[config.mk]
export PLATFORM = sky130hd
export DESIGN_NAME = dcsr_status
export DESIGN_NICKNAME = d
export VERILOG_FILES = /design/src/common/dcsr_pkg.sv /design/src/hdl/dcsr_status.sv
export SDC_FILE = /design/constraint.sdc
export NUM_CORES = 1
export LEC_CHECK = 0
export BUFFER_PORTS_ARGS = -buffer_cell sky130_fd_sc_hd__buf_2
export CAP_MARGIN = 20
export CORE_MARGIN = 2
export CORE_UTILIZATION = 40
export CTS_BUF_LIST = sky130_fd_sc_hd__clkbuf_16
export DETAILED_ROUTE_END_ITERATION = 8
export PLACE_DENSITY = 0.64
export SYNTH_ARGS = -nofsm -noshare
export SYNTH_HDL_FRONTEND = slang
export SYNTH_SLANG_ARGS = --single-unit
[constraint.sdc]
create_clock -name mclk -period 3.5 [get_ports mclk]
set_input_delay 0.35 -clock mclk [delete_from_list [all_inputs] [get_ports mclk]]
set_output_delay 0.35 -clock mclk [all_outputs]
set_load 0.01 [all_outputs]
[src/common/dcsr_pkg.sv]
// Package: register map, status codes and timing for the status reporter
package dcsr_pkg;
  // Register indices (byte address = 4 * index)
  localparam logic [3:0] REG_DRIVE_SEL = 4'h0;
  localparam logic [3:0] REG_HEAD_CYL_HI = 4'h1;
  localparam logic [3:0] REG_CYL_LO = 4'h2;
  localparam logic [3:0] REG_SECT_CNT = 4'h3;
  localparam logic [3:0] REG_COMMAND = 4'h4;
  localparam logic [3:0] REG_STATUS = 4'h5;
  localparam logic [3:0] REG_RESULT0 = 4'h6;
  localparam logic [3:0] REG_RESULT1 = 4'h7;
  localparam logic [3:0] REG_RESULT2 = 4'h8;
  localparam logic [3:0] REG_RESULT3 = 4'h9;
  localparam logic [3:0] REG_RESULT4 = 4'hA;
  localparam logic [3:0] REG_LIMITS = 4'hB;
  localparam logic [3:0] REG_ACK = 4'hC;
  // Field positions
  localparam int DRV_HI = 7;
  localparam int DRV_LO = 6;
  localparam int TYPE_HI = 5;
  localparam int TYPE_LO = 4;
  localparam int HEAD_HI = 6;
  localparam int HEAD_LO = 4;
  localparam int CYLH_HI = 3;
  // Reset values
  localparam logic [7:0] RST_BYTE = 8'h00;
  localparam logic [2:0] RST_MAX_HEAD = 3'h7;
  localparam logic [11:0] RST_MAX_CYL = 12'h3FF;
  // Command codes
  localparam logic [7:0] CMD_ACK = 8'h00;
  localparam logic [7:0] CMD_READ = 8'h53;
  localparam logic [7:0] CMD_WRITE = 8'h52;
  localparam logic [7:0] CMD_READ_PHYS = 8'h59;
  localparam logic [7:0] CMD_SEQ_UP = 8'h83;
  localparam logic [7:0] CMD_DIAG = 8'h8F;
  // Transaction status codes (bits 5-0)
  localparam logic [5:0] ST_OK = 6'h00;
  localparam logic [5:0] ST_DRV_FAULT = 6'h13;
  localparam logic [5:0] ST_LOSS_SYNC = 6'h19;
  localparam logic [5:0] ST_RAM_FAIL = 6'h1A;
  localparam logic [5:0] ST_IDBUF_FAIL = 6'h1B;
  localparam logic [5:0] ST_NOT_READY = 6'h20;
  localparam logic [5:0] ST_WPROT = 6'h21;
  localparam logic [5:0] ST_NOT_PRESENT = 6'h22;
  localparam logic [5:0] ST_SECT_SIZE = 6'h23;
  localparam logic [5:0] ST_ALT_OVFL = 6'h24;
  localparam logic [5:0] ST_SECT_NF = 6'h30;
  localparam logic [5:0] ST_CMD_REJ = 6'h31;
  localparam logic [5:0] ST_DRV_TMO = 6'h32;
  localparam logic [5:0] ST_XFER_TMO = 6'h33;
  localparam logic [5:0] ST_ILL_CH = 6'h34;
  localparam logic [5:0] ST_BAD_DRIVE = 6'h35;
  localparam logic [5:0] ST_PHYS_NF = 6'h36;
  localparam logic [5:0] ST_IN_PROG = 6'h37;
  localparam logic [5:0] ST_DBL_WRITE = 6'h38;
  localparam logic [5:0] ST_DRV_REJ = 6'h39;
  localparam logic [5:0] ST_MULTI_ERR = 6'h3A;
  localparam logic [7:0] MAX_SECT_CNT = 8'h7F;
  // Timing
  localparam int CLK_MHZ = 250;
  localparam int XFER_LIMIT_S = 3;
  localparam longint XFER_CYCLES = longint'(XFER_LIMIT_S) * CLK_MHZ * 1000000;
  localparam int SPINUP_LIMIT_MS = 1000;
  localparam longint SPINUP_CYCLES =
    longint'(SPINUP_LIMIT_MS) * CLK_MHZ * 1000;
  typedef enum logic [1:0] {DC_IDLE, DC_BUSY, DC_DONE} dcsr_state_t;
endpackage

[src/hdl/dcsr_status.sv]
// Command check and transaction status encoder with Wishbone registers
//
// Contract
// - Status byte: drive in bits 7-6, type 5-4, code 3-0.
// - Read ending short of expected bytes reports loss of sync.
// - Bad memory: report failure, expected, received, address high, low.
// - Identifier buffer error: status 1B with expected, received, location.
// - Drive not ready after spin-up within allowed time gives 20.
// - Write to write-protected drive gives 21.
// - Absent or unpowered drive gives 22.
// - Invalid sector-size switch setting gives 23.
// - More defects than spares gives 24.
// - Logical sector not found gives 30.
// - Unsupported command code gives 31.
// - Drive not completing issued command gives 32.
// - Transfer unfinished in three seconds aborts with 33.
// - Head or cylinder above drive maximum gives 34.
// - Drive number above three gives 35.
// - Physical operation missing its sector gives 36.
// - Command to drive already busy gives 37.
// - Command write while busy gives 38; host must wait.
// - Controller or drive hardware failure gives 39.
// - Read/write count zero or above 7F gives 3A.
// - Any of seven drive fault conditions ends with drive fault.
//
// The register addresses and the Wishbone interface to the registers are this design's own decisions.
`timescale 1ns/100ps
module dcsr_status
  import dcsr_pkg::*;
#(
  parameter longint XFER_TIMEOUT = XFER_CYCLES,
  parameter longint SPINUP_TIMEOUT = SPINUP_CYCLES
) (
  input wire logic mclk,
  input wire logic rst_n,
  input wire logic wb_cyc_i,
  input wire logic wb_stb_i,
  input wire logic wb_we_i,
  input wire logic [5:0] wb_adr_i,
  input wire logic [3:0] wb_sel_i,
  input wire logic [31:0] wb_dat_i,
  output logic [31:0] wb_dat_o,
  output logic wb_ack_o,
  output logic wb_err_o,
  // Drive side conditions (presence and busy for each of four drives, the rest for the addressed drive)
  input wire logic [3:0] drivePresent,
  input wire logic [3:0] driveBusyIn,
  input wire logic driveReady,
  input wire logic driveWriteProt,
  input wire logic sectSizeBad,
  input wire logic altOverflow,
  input wire logic sectNotFound,
  input wire logic driveCmdDone,
  input wire logic hwFailure,
  input wire logic xferDone,
  input wire logic readEndedShort,
  input wire logic [6:0] faultCond,
  input wire logic diagDone,
  input wire logic diagRamBad,
  input wire logic diagIdBad,
  input wire logic [7:0] diagExpected,
  input wire logic [7:0] diagReceived,
  input wire logic [15:0] diagAddr,
  output logic ctrlBusy,
  output logic completionReq
);
  logic [7:0] driveSel, headCylHi, cylLo, sectCnt, cmdReg, maxCylHi;
  logic [2:0] maxHead;
  logic [7:0] limCylLo;
  logic [7:0] result [0:4];
  logic [63:0] timer;
  dcsr_state_t state;
  logic wbReq, wbWr, cmdWrite;
  logic [5:0] next_status;
  logic finish;
  logic [7:0] next_r1, next_r2, next_r3, next_r4;

  function automatic logic isKnown(input logic [7:0] c);
    isKnown = c == CMD_READ || c == CMD_WRITE || c == CMD_READ_PHYS ||
              c == CMD_SEQ_UP || c == CMD_DIAG;
  endfunction
  function automatic logic isData(input logic [7:0] c);
    isData = c == CMD_READ || c == CMD_WRITE;
  endfunction

  assign wbReq = wb_cyc_i && wb_stb_i && !wb_ack_o && !wb_err_o;
  assign wbWr = wbReq && wb_we_i && wb_sel_i[0];
  assign cmdWrite = wbWr && wb_adr_i[5:2] == REG_COMMAND;

  // Wishbone slave: one wait state, err on unmapped index
  always_ff @(posedge mclk or negedge rst_n) begin
    if (!rst_n) begin
      wb_ack_o <= 1'b0;
      wb_err_o <= 1'b0;
      wb_dat_o <= 32'h0000_0000;
    end else begin
      wb_ack_o <= wbReq && wb_adr_i[5:2] <= REG_ACK;
      wb_err_o <= wbReq && wb_adr_i[5:2] > REG_ACK;
      wb_dat_o <= 32'h0000_0000;
      if (wbReq && !wb_we_i) begin
        case (wb_adr_i[5:2])
          REG_STATUS: wb_dat_o[1:0] <= {completionReq, ctrlBusy};
          REG_RESULT0: wb_dat_o[7:0] <= result[0];
          REG_RESULT1: wb_dat_o[7:0] <= result[1];
          REG_RESULT2: wb_dat_o[7:0] <= result[2];
          REG_RESULT3: wb_dat_o[7:0] <= result[3];
          REG_RESULT4: wb_dat_o[7:0] <= result[4];
          REG_LIMITS: wb_dat_o[14:0] <= {maxHead, maxCylHi[3:0], limCylLo};
          default: wb_dat_o <= 32'h0000_0000;
        endcase
      end
    end
  end

  // Drive, head/cylinder and count registers are write only; the limits register reads back
  always_ff @(posedge mclk or negedge rst_n) begin
    if (!rst_n) begin
      driveSel <= RST_BYTE;
      headCylHi <= RST_BYTE;
      cylLo <= RST_BYTE;
      sectCnt <= RST_BYTE;
      maxHead <= RST_MAX_HEAD;
      maxCylHi <= {4'h0, RST_MAX_CYL[11:8]};
      limCylLo <= RST_MAX_CYL[7:0];
    end else if (wbWr) begin
      case (wb_adr_i[5:2])
        REG_DRIVE_SEL: driveSel <= wb_dat_i[7:0];
        REG_HEAD_CYL_HI: headCylHi <= wb_dat_i[7:0];
        REG_CYL_LO: cylLo <= wb_dat_i[7:0];
        REG_SECT_CNT: sectCnt <= wb_dat_i[7:0];
        REG_LIMITS: begin
          maxHead <= wb_dat_i[14:12];
          maxCylHi <= {4'h0, wb_dat_i[11:8]};
          limCylLo <= wb_dat_i[7:0];
        end
        default: ;
      endcase
    end
  end

  // Parameter checks at command write
  logic [5:0] checkStatus;
  logic [11:0] cylTarget, cylMax;
  assign cylTarget = {headCylHi[CYLH_HI:0], cylLo};
  assign cylMax = {maxCylHi[3:0], limCylLo};
  always_comb begin
    checkStatus = ST_OK;
    if (!isKnown(wb_dat_i[7:0]))
      checkStatus = ST_CMD_REJ;
    else if (driveSel > 8'h03)
      checkStatus = ST_BAD_DRIVE;
    else if (!drivePresent[driveSel[1:0]])
      checkStatus = ST_NOT_PRESENT;
    else if (driveBusyIn[driveSel[1:0]])
      checkStatus = ST_IN_PROG;
    else if (isData(wb_dat_i[7:0]) &&
             (sectCnt == 8'h00 || sectCnt > MAX_SECT_CNT))
      checkStatus = ST_MULTI_ERR;
    else if (headCylHi[HEAD_HI:HEAD_LO] > maxHead || cylTarget > cylMax)
      checkStatus = ST_ILL_CH;
    else if (wb_dat_i[7:0] == CMD_WRITE && driveWriteProt)
      checkStatus = ST_WPROT;
    else if (sectSizeBad)
      checkStatus = ST_SECT_SIZE;
  end

  // Completion detection while a command runs
  always_comb begin
    finish = 1'b0;
    next_status = ST_OK;
    next_r1 = RST_BYTE;
    next_r2 = RST_BYTE;
    next_r3 = RST_BYTE;
    next_r4 = RST_BYTE;
    if (state == DC_BUSY) begin
      finish = 1'b1;
      if (|faultCond)
        next_status = ST_DRV_FAULT;
      else if (hwFailure)
        next_status = ST_DRV_REJ;
      else if (cmdReg == CMD_DIAG && diagDone && diagRamBad) begin
        next_status = ST_RAM_FAIL;
        next_r1 = diagExpected;
        next_r2 = diagReceived;
        next_r3 = diagAddr[15:8];
        next_r4 = diagAddr[7:0];
      end else if (cmdReg == CMD_DIAG && diagDone && diagIdBad) begin
        next_status = ST_IDBUF_FAIL;
        next_r1 = diagExpected;
        next_r2 = diagReceived;
        next_r3 = diagAddr[7:0];
      end else if (cmdReg == CMD_DIAG)
        finish = diagDone;
      else if (cmdReg == CMD_SEQ_UP) begin
        if (driveReady)
          next_status = ST_OK;
        else if (timer >= 64'(SPINUP_TIMEOUT) - 64'd1)
          next_status = ST_NOT_READY;
        else
          finish = 1'b0;
      end else if (altOverflow)
        next_status = ST_ALT_OVFL;
      else if (sectNotFound)
        next_status = cmdReg == CMD_READ_PHYS ? ST_PHYS_NF : ST_SECT_NF;
      else if (cmdReg == CMD_READ && readEndedShort)
        next_status = ST_LOSS_SYNC;
      else if (xferDone && !driveCmdDone)
        next_status = ST_DRV_TMO;
      else if (xferDone)
        next_status = ST_OK;
      else if (timer >= 64'(XFER_TIMEOUT) - 64'd1)
        next_status = ST_XFER_TMO;
      else
        finish = 1'b0;
    end
  end

  always_ff @(posedge mclk or negedge rst_n) begin
    if (!rst_n)
      timer <= 64'd0;
    else if (state != DC_BUSY)
      timer <= 64'd0;
    else
      timer <= timer + 64'd1;
  end

  // Sequencer, busy, completion and results
  always_ff @(posedge mclk or negedge rst_n) begin
    if (!rst_n) begin
      state <= DC_IDLE;
      cmdReg <= RST_BYTE;
      ctrlBusy <= 1'b0;
      completionReq <= 1'b0;
      for (int i = 0; i < 5; i++) result[i] <= RST_BYTE;
    end else begin
      case (state)
        DC_IDLE, DC_DONE: begin
          if (cmdWrite && wb_dat_i[7:0] == CMD_ACK) begin
            completionReq <= 1'b0;
            state <= DC_IDLE;
          end else if (cmdWrite) begin
            cmdReg <= wb_dat_i[7:0];
            if (checkStatus != ST_OK) begin
              result[0] <= {driveSel[1:0], checkStatus};
              for (int i = 1; i < 5; i++) result[i] <= RST_BYTE;
              completionReq <= 1'b1;
              state <= DC_DONE;
            end else begin
              ctrlBusy <= 1'b1;
              completionReq <= 1'b0;
              state <= DC_BUSY;
            end
          end
        end
        DC_BUSY: begin
          if (cmdWrite) begin
            // Busy command write is refused; the running command continues
            result[0] <= {driveSel[1:0], ST_DBL_WRITE};
            completionReq <= 1'b1;
          end else if (finish) begin
            result[0] <= {driveSel[1:0], next_status};
            result[1] <= next_r1;
            result[2] <= next_r2;
            result[3] <= next_r3;
            result[4] <= next_r4;
            ctrlBusy <= 1'b0;
            completionReq <= 1'b1;
            state <= DC_DONE;
          end
        end
        default: state <= DC_IDLE;
      endcase
    end
  end

  // Check helpers: a busy cycle with no fault, no hardware failure and no
  // command write, and a running command that moves data
  logic busyClean, dataCmd;
  assign busyClean = state == DC_BUSY && !cmdWrite && !(|faultCond) &&
                     !hwFailure;
  assign dataCmd = cmdReg != CMD_DIAG && cmdReg != CMD_SEQ_UP;

  a_status_layout: assert property (
    @(posedge mclk) disable iff (!rst_n)
    $rose(completionReq) && $past(state) == DC_IDLE |->
      result[0][DRV_HI:DRV_LO] == $past(driveSel[1:0]))
    else $error("drive field mismatch");
  a_bad_drive: assert property (
    @(posedge mclk) disable iff (!rst_n)
    cmdWrite && state == DC_IDLE && isKnown(wb_dat_i[7:0]) &&
      driveSel > 8'h03 |=> result[0][5:0] == ST_BAD_DRIVE)
    else $error("drive number check missed");
  a_bad_cmd: assert property (
    @(posedge mclk) disable iff (!rst_n)
    cmdWrite && state == DC_IDLE && wb_dat_i[7:0] != CMD_ACK &&
      !isKnown(wb_dat_i[7:0]) |=> result[0][5:0] == ST_CMD_REJ ##0
      completionReq)
    else $error("unsupported command accepted");
  a_not_present: assert property (
    @(posedge mclk) disable iff (!rst_n)
    cmdWrite && state == DC_IDLE && isKnown(wb_dat_i[7:0]) &&
      driveSel <= 8'h03 && !drivePresent[driveSel[1:0]] |=>
      result[0][5:0] == ST_NOT_PRESENT)
    else $error("absent drive not reported");
  a_in_progress: assert property (
    @(posedge mclk) disable iff (!rst_n)
    cmdWrite && state == DC_IDLE && isKnown(wb_dat_i[7:0]) &&
      driveSel <= 8'h03 && drivePresent[driveSel[1:0]] &&
      driveBusyIn[driveSel[1:0]] |=> result[0][5:0] == ST_IN_PROG)
    else $error("busy drive not reported");
  a_limits_kept: assert property (
    @(posedge mclk) disable iff (!rst_n)
    $rose(ctrlBusy) |->
      $past(headCylHi[HEAD_HI:HEAD_LO]) <= $past(maxHead) &&
      $past(cylTarget) <= $past(cylMax))
    else $error("command started beyond drive limits");
  a_double_write: assert property (
    @(posedge mclk) disable iff (!rst_n)
    cmdWrite && state == DC_BUSY |=> result[0][5:0] == ST_DBL_WRITE)
    else $error("double write not reported");
  a_fault_ends: assert property (
    @(posedge mclk) disable iff (!rst_n)
    state == DC_BUSY && |faultCond && !cmdWrite |=>
      !ctrlBusy && result[0][5:0] == ST_DRV_FAULT)
    else $error("drive fault not reported");
  a_hw_reject: assert property (
    @(posedge mclk) disable iff (!rst_n)
    state == DC_BUSY && !cmdWrite && hwFailure && !(|faultCond) |=>
      !ctrlBusy && result[0][5:0] == ST_DRV_REJ)
    else $error("hardware failure not reported");
  a_busy_mirror: assert property (
    @(posedge mclk) disable iff (!rst_n)
    ctrlBusy == (state == DC_BUSY))
    else $error("busy flag disagrees with state");
  a_multi_cnt: assert property (
    @(posedge mclk) disable iff (!rst_n)
    cmdWrite && state == DC_IDLE && checkStatus == ST_MULTI_ERR |=>
      state == DC_DONE && result[0][5:0] == ST_MULTI_ERR)
    else $error("sector count error missed");
  a_spinup_tmo: assert property (
    @(posedge mclk) disable iff (!rst_n)
    busyClean && cmdReg == CMD_SEQ_UP && !driveReady &&
      timer == 64'(SPINUP_TIMEOUT) - 64'd1 |=>
      !ctrlBusy && result[0][5:0] == ST_NOT_READY)
    else $error("spin-up timeout not reported");
  a_xfer_tmo: assert property (
    @(posedge mclk) disable iff (!rst_n)
    busyClean && dataCmd && !xferDone && !altOverflow && !sectNotFound &&
      !readEndedShort && timer == 64'(XFER_TIMEOUT) - 64'd1 |=>
      !ctrlBusy && result[0][5:0] == ST_XFER_TMO)
    else $error("transfer timeout not reported");
  a_alt_ovfl: assert property (
    @(posedge mclk) disable iff (!rst_n)
    busyClean && dataCmd && altOverflow |=> result[0][5:0] == ST_ALT_OVFL)
    else $error("spare overflow not reported");
  a_sect_missing: assert property (
    @(posedge mclk) disable iff (!rst_n)
    busyClean && dataCmd && sectNotFound && !altOverflow |=>
      result[0][5:0] == (cmdReg == CMD_READ_PHYS ? ST_PHYS_NF : ST_SECT_NF))
    else $error("missing sector not reported");
  a_loss_sync: assert property (
    @(posedge mclk) disable iff (!rst_n)
    busyClean && cmdReg == CMD_READ && readEndedShort && !altOverflow &&
      !sectNotFound |=> result[0][5:0] == ST_LOSS_SYNC)
    else $error("short read not reported");
  a_drive_tmo: assert property (
    @(posedge mclk) disable iff (!rst_n)
    busyClean && dataCmd && xferDone && !driveCmdDone && !altOverflow &&
      !sectNotFound && !readEndedShort |=> result[0][5:0] == ST_DRV_TMO)
    else $error("unfinished drive command not reported");
  a_ram_result: assert property (
    @(posedge mclk) disable iff (!rst_n)
    busyClean && cmdReg == CMD_DIAG && diagDone && diagRamBad |=>
      result[0][5:0] == ST_RAM_FAIL && result[2] == $past(diagReceived) &&
      result[3] == $past(diagAddr[15:8]) && result[4] == $past(diagAddr[7:0]))
    else $error("memory failure results wrong");
  a_id_result: assert property (
    @(posedge mclk) disable iff (!rst_n)
    busyClean && cmdReg == CMD_DIAG && diagDone && diagIdBad &&
      !diagRamBad |=> result[0][5:0] == ST_IDBUF_FAIL &&
      result[1] == $past(diagExpected) && result[3] == $past(diagAddr[7:0]))
    else $error("identifier buffer results wrong");
endmodule

; Yosys cells after proc, flatten, opt, wreduce, memory -nomap -nowiden
; Cells that the tools add are included.
[word_totals]
regBits = 179
latchBits = 0
mem_bits_rw = 0
mem_bits_ro = 0
in_bits = 106
output_inout_bits = 36
wordCells = 195
n_memories = 0
[classes]
add_sub_neg = 1
n_mul = 0
div_mod_pow = 0
n_lt_le_gt_ge = 9
n_eq_ne = 31
shift = 0
mux = 87
bitwise = 1
reduce_logical = 46
[ops]
columns = op, count
row1 = 2-to-1 mux 40 bit, 4
row2 = 2-to-1 mux 6 bit, 22
row3 = 2-to-1 mux 8 bit, 16
row4 = case mux 40 bit (2 select lines), 1
row5 = "adder 64 x 1 -> 64 bit, second input constant", 1
row6 = "greater-or-equal comparator 64 x 28 -> 1 bit, second input constant", 1
row7 = "greater-or-equal comparator 64 x 30 -> 1 bit, second input constant", 1
row8 = 2-to-1 mux 64 bit, 1
row9 = "equality test 8 x 7 -> 1 bit, second input constant", 5
row10 = case mux 6 bit (6 select lines), 1
row11 = "equality test 8 bit, second input constant", 4
row12 = 2-to-1 mux 32 bit, 1
row13 = 2-to-1 mux 1 bit, 27
row14 = logical AND 1 bit, 17
row15 = "equality test 4 x 3 -> 1 bit, second input constant", 4
row16 = "equality test 4 bit, second input constant", 4
row17 = logical NOT 8 bit, 2
row18 = 2-to-1 mux 15 bit, 1
row19 = case mux 2 bit (7 select lines), 1
row20 = greater-than comparator 12 bit, 1
row21 = "!= test 2 bit, second input constant", 6
row22 = AND reduction 6 bit, 2
row23 = 2-to-1 mux 2 bit, 5
row24 = AND reduction 2 bit, 5
row25 = 28 further kinds, 42

; Longest topological paths before layout
[depth]
word_depth = 17
mapped_depth = 11
ltp_nobuf = 10

; Worst setup path after synthesis
; Ideal clock, no wire load.
[synth_timing]
kind = reg2reg
from = reg wb_err_o
to = reg result[11] (netlist bit)
setup_ns = 0.128
arrival_time_ns = 2.636
t_required_ns = 3.372
setup_slack_ns = 0.736
path_stages_with_launch = 10
path_buffers = 3
period_less_slack_ns = 2.764
path_cell_list = dfrtp_1 nand4bb_1 or2_1 clkbuf_1 or3_1 or3_1 buf_2 a211oi_4 buf_6 mux2_1
[synth_between]
elab_chain_cells = 8
elab_cells_between_ends = 10
cone_classes = eq/ne (3) / reduce/logical (7)
[synth_lines]
columns = element, line
row1 = from (decl), dcsr_status.sv:44  ; output logic wb_err_o,
row2 = from (signal assigned), dcsr_status.sv:98  ; wb_err_o <= wbReq && wb_adr_i[5:2] > REG_ACK;
row3 = logical NOT 1 bit *, dcsr_status.sv:86  ; assign wbReq = wb_cyc_i && wb_stb_i && !wb_ack_o && !wb_err_o;
row4 = logical AND 1 bit *, dcsr_status.sv:86
row5 = logical AND 1 bit * (2 in a row), dcsr_status.sv:87  ; assign wbWr = wbReq && wb_we_i && wb_sel_i[0];
row6 = logical AND 1 bit *, dcsr_status.sv:88  ; assign cmdWrite = wbWr && wb_adr_i[5:2] == REG_COMMAND;
row7 = logical AND 1 bit, dcsr_status.sv:238  ; if (cmdWrite && wb_dat_i[7:0] == CMD_ACK) begin
row8 = != test 2 bit (no source line), -
row9 = AND reduction 6 bit (no source line) *, -
row10 = to (decl), dcsr_status.sv:70  ; logic [7:0] result [0:4];
; Every way passes the cells marked *; elsewhere a longest branch is shown, timed or not.
; A chain may end at the register's enable or synchronous reset.

; Worst setup path in the final report
[layout_timing]
from = reg maxCylHi[1]
to = reg result[32] (netlist bit)
[layout_between]
elab_chain_cells = 12
elab_cells_between_ends = 15
cone_classes = order compare (1) / eq/ne (1) / mux (10) / reduce/logical (3)
[layout_lines]
columns = element, line
row1 = from (decl), dcsr_status.sv:67  ; logic [7:0] driveSel, headCylHi, cylLo, sectCnt, cmdReg, maxCylHi;
row2 = from (signal assigned), dcsr_status.sv:123  ; maxCylHi <= {4'h0, RST_MAX_CYL[11:8]};
row3 = from (signal assigned), dcsr_status.sv:133  ; maxCylHi <= {4'h0, wb_dat_i[11:8]};
row4 = greater-than comparator 12 bit *, dcsr_status.sv:159  ; else if (headCylHi[HEAD_HI:HEAD_LO] > maxHead || cylTarget > cylMax)
row5 = logical OR 1 bit *, dcsr_status.sv:159
row6 = 2-to-1 mux 6 bit *, dcsr_status.sv:159
row7 = 2-to-1 mux 6 bit *, dcsr_status.sv:156  ; else if (isData(wb_dat_i[7:0]) &&
row8 = 2-to-1 mux 6 bit *, dcsr_status.sv:154  ; else if (driveBusyIn[driveSel[1:0]])
row9 = 2-to-1 mux 6 bit *, dcsr_status.sv:152  ; else if (!drivePresent[driveSel[1:0]])
row10 = 2-to-1 mux 6 bit *, dcsr_status.sv:150  ; else if (driveSel > 8'h03)
row11 = 2-to-1 mux 6 bit *, dcsr_status.sv:148  ; if (!isKnown(wb_dat_i[7:0]))
row12 = 2-to-1 mux 40 bit, dcsr_status.sv:243  ; if (checkStatus != ST_OK) begin
row13 = 2-to-1 mux 40 bit, dcsr_status.sv:241  ; end else if (cmdWrite) begin
row14 = 2-to-1 mux 40 bit, dcsr_status.sv:238
row15 = case mux 40 bit (2 select lines), dcsr_status.sv:236  ; case (state)
; Every way passes the cells marked *; elsewhere a longest branch is shown, timed or not. The select of a mux whose other input is x is not followed.

==> out/results.tsv <==
metric	value	unit
status	finished clean	
Final Util	47.34	%
Clock Latency Late Sink	0.44	ns
cells on worst reg2reg path	12	
Routed Antenna Nets	0	
clk sinks	179	
core area	0.02326	mm^2
CP required	3.82	ns
CP Class	flip-flop to flip-flop	
Tot Pwr	0.004550	W
DRT Wirelength	21990	um
Synth async-reset ratio	100.0	%
Min-Delay Path Class	primary input to flip-flop	
port bufs	102	
Multi-input gate area	0.004507	mm^2
Setup crit start	maxCylHi[1]	
drt pass-1 iters	5	
Startpoint Class	flip-flop	
CTS root buf	clkbuf_16	
Mapped Area	0.009408	mm^2
r2r startpoint	maxCylHi[1]	
Seq/Total Area, Yosys	47.79	%
placed cell areas	0.01039	mm^2
Min Clock Period, post-route	3.164	ns
share of post-route cells with drive strength above 1	23.42	%
# diodes	0	
Hold Startpoint	wb_dat_i[11]	
Fin Setup TNS	0	ns
CTS Buf Count	17	
Clock transition at path regs	0.08	ns
post-synthesis cell type count	64	
Synth Area per Inst	9.820	um^2
PD cells	413.2	mW/mm^2
Final Setup Violations	0	
CTS tree	done	
1st-iter DRT viols	395	
hpwl dp	15730	um
post-route cell area	0.01101	mm^2
Ys Warns	0	
CP Max Fanout	8	
Max VDD drop	300.5	uV
Die Area	0.02476	mm^2
first-pass GRT wire length	36660	um
DRC viols	0	
DR vias/cell	5.097	
Min Hold Slack	0.1077	ns
Hold Vio Cnt, Final	0	
CTS max path bufs	2	
Seq cells post-synth	179	
setup bufs post-CTS	0	
number of synthesized flops with an enable pin	0	
global route overflow	0	
RSZ-0062 raised after global routing	false	
crit path capture type	flip-flop	
hold path depth	3	
Max-slew headroom	32.21	%
chip width	157.4	um
CTS H-tree lvls	4	
Cells after Synth	958	
GPL Wtd Cong	0.8189	
pin slew with the least headroom to its limit	1.008	ns
vias	7197	
Fmax	316.1	MHz
total global-route track usage	18.93	%
drt wl/cell	15.57	um
largest net degree at the start of global routing	82	
CP arrival	3.48	ns
Layout fillers	2250	
Final Cycle Share	90.40	%
initial antenna violation count	0	
vias in the first global route	7204	
Die Span Y	157.4	um
FF+latch area	0.004496	mm^2
top_reg_cell synth	dfrtp_1	
Initial Util	40.44	%
I/O pin count	142	
row count	56	
Slew Viols, Final	0	
Layout Nets	1202	
max cap viols	0	
Leak Pwr	5.075	nW
Layout Skew	0.01633	ns
Area Overhead vs Synth	17.06	%
## flip-flops by register name, summed over array words and instances, names as in the netlist
name,cells
completionReq,1
headCylHi,7
wb_err_o,1
limCylLo,8
maxHead,3
maxCylHi,4
cylLo,8
result,40
sectCnt,8
cmdReg,8
ctrlBusy,1
state,2
wb_dat_o,15
timer,64
driveSel,8
wb_ack_o,1
## cells in the mapped netlist, types with 3 or more instances
cell type	number	area, um^2
dfrtp_1	166	4154
nand2_1	120	450.4
o211ai_1	3	22.52
nor4_1	21	131.4
or2_2	5	31.28
ha_1	16	200.2
and4_1	4	35.03
or3_1	15	93.84
nor3_1	20	100.1
o21ai_0	39	195.2
a211oi_1	5	37.54
o31ai_1	4	30.03
xor2_1	36	315.3
clkbuf_1	25	93.84
nor2_1	104	390.4
buf_1	4	15.01
nor2b_1	6	37.54
a22o_1	9	78.83
o21a_1	4	30.03
xnor2_1	18	157.7
mux4_2	8	180.2
nor4bb_1	4	40.04
mux2_2	46	518.0
and3_1	13	81.33
nand3_1	34	170.2
and2_1	10	62.56
buf_2	3	15.01
buf_4	20	150.1
dfstp_2	13	341.6
a21oi_1	34	170.2
mux2i_1	33	330.3
inv_1	50	187.7
nand4_1	15	93.84
nand2b_1	7	43.79
a211o_1	3	26.28
mux2_1	5	56.30
## cells in the final DEF, fill, tap and decap left out, drive strengths merged, types with 4 or more instances in the layout
cell,count
a211oi,6
a21oi,35
a22o,9
and2,10
and3,13
and4,4
buf,139
clkbuf,17
conb,17
dfrtp,166
dfstp,13
ha,16
inv,60
mux2,51
mux2i,33
mux4,8
nand2,120
nand2b,7
nand3,35
nand4,16
nor2,104
nor2b,6
nor3,22
nor4,22
nor4bb,4
o21a,4
o21ai,39
o31ai,4
or2,6
or3,15
or4,4
xnor2,18
xor2,36
## cell families after synthesis
| group | synth area share [%] |
|---|---|
| other cells | 0.03986 |
| buf+inv | 5.027 |
| compound gates | 8.033 |
| fa+ha+maj | 2.128 |
| xor+xnor | 5.027 |
| simple gates | 20.43 |
| mux | 11.53 |
| flops | 47.79 |
## cell type report
class / instances / area share (%)
Multi-Input combinational cell: 692 / 40.92
Clock buffer: 17 / 3.863
Inverter: 50 / 1.704
Clock inverter: 15 / 1.579
Timing Repair Buffer: 140 / 7.487
Tap cell: 319 / 3.624
Sequential cell: 179 / 40.82
## final timing paths
kind,end,slack (ns)
min in group asynchronous,timer[12],0.44
setup / recovery,result[32],0.34
setup reg to reg,result[32],0.34
max in group asynchronous,result[32],2.07
hold / removal,maxCylHi[3],0.11
hold reg to reg,timer[0],0.47
## critical path: stages, from the launching register on
cell,delay [ns]
dfstp_2,0.53
inv_1,0.05
ha_1,0.28
a211o_1,0.26
a21oi_1,0.21
o211ai_1,0.12
o21ai_0,0.23
buf_4,0.19
nand4_1,0.13
buf_4,0.18
nand2_1,0.12
o21a_1,0.36
mux2_2,0.38
## stage by stage
stage,worst slack (ns),instances
finish,0.3361,1412
global route,0.1614,1412
CTS,0.1295,1411
detailed placement,-0.07900,1378
global placement,0.00002198,1378
floorplan,0.7363,974
## report_power, final
group	internal [W]	switching (W)
clock network	0.000972	0.000955
registers	0.00217	0.0000575
logic	0.000173	0.000219
total	0.00332	0.00123
## per-layer routing
layer | wire length, um | GRT usage [%]
met5 | 0 | 0
met4 | 374 | 6.104
met3 | 923 | 3.331
met2 | 10220 | 30.40
met1 | 10480 | 26.04
## repair_timing
| action | 4_1_cts | 5_1_grt |
|---|---|---|
| endpoints found under the setup margin | 0 | 0 |
| gates resized for setup | 0 | 0 |
| hold buffers | 1 | 0 |
| hold endpoints to repair | 52 | 0 |
Power figures use the tool's default switching activity.
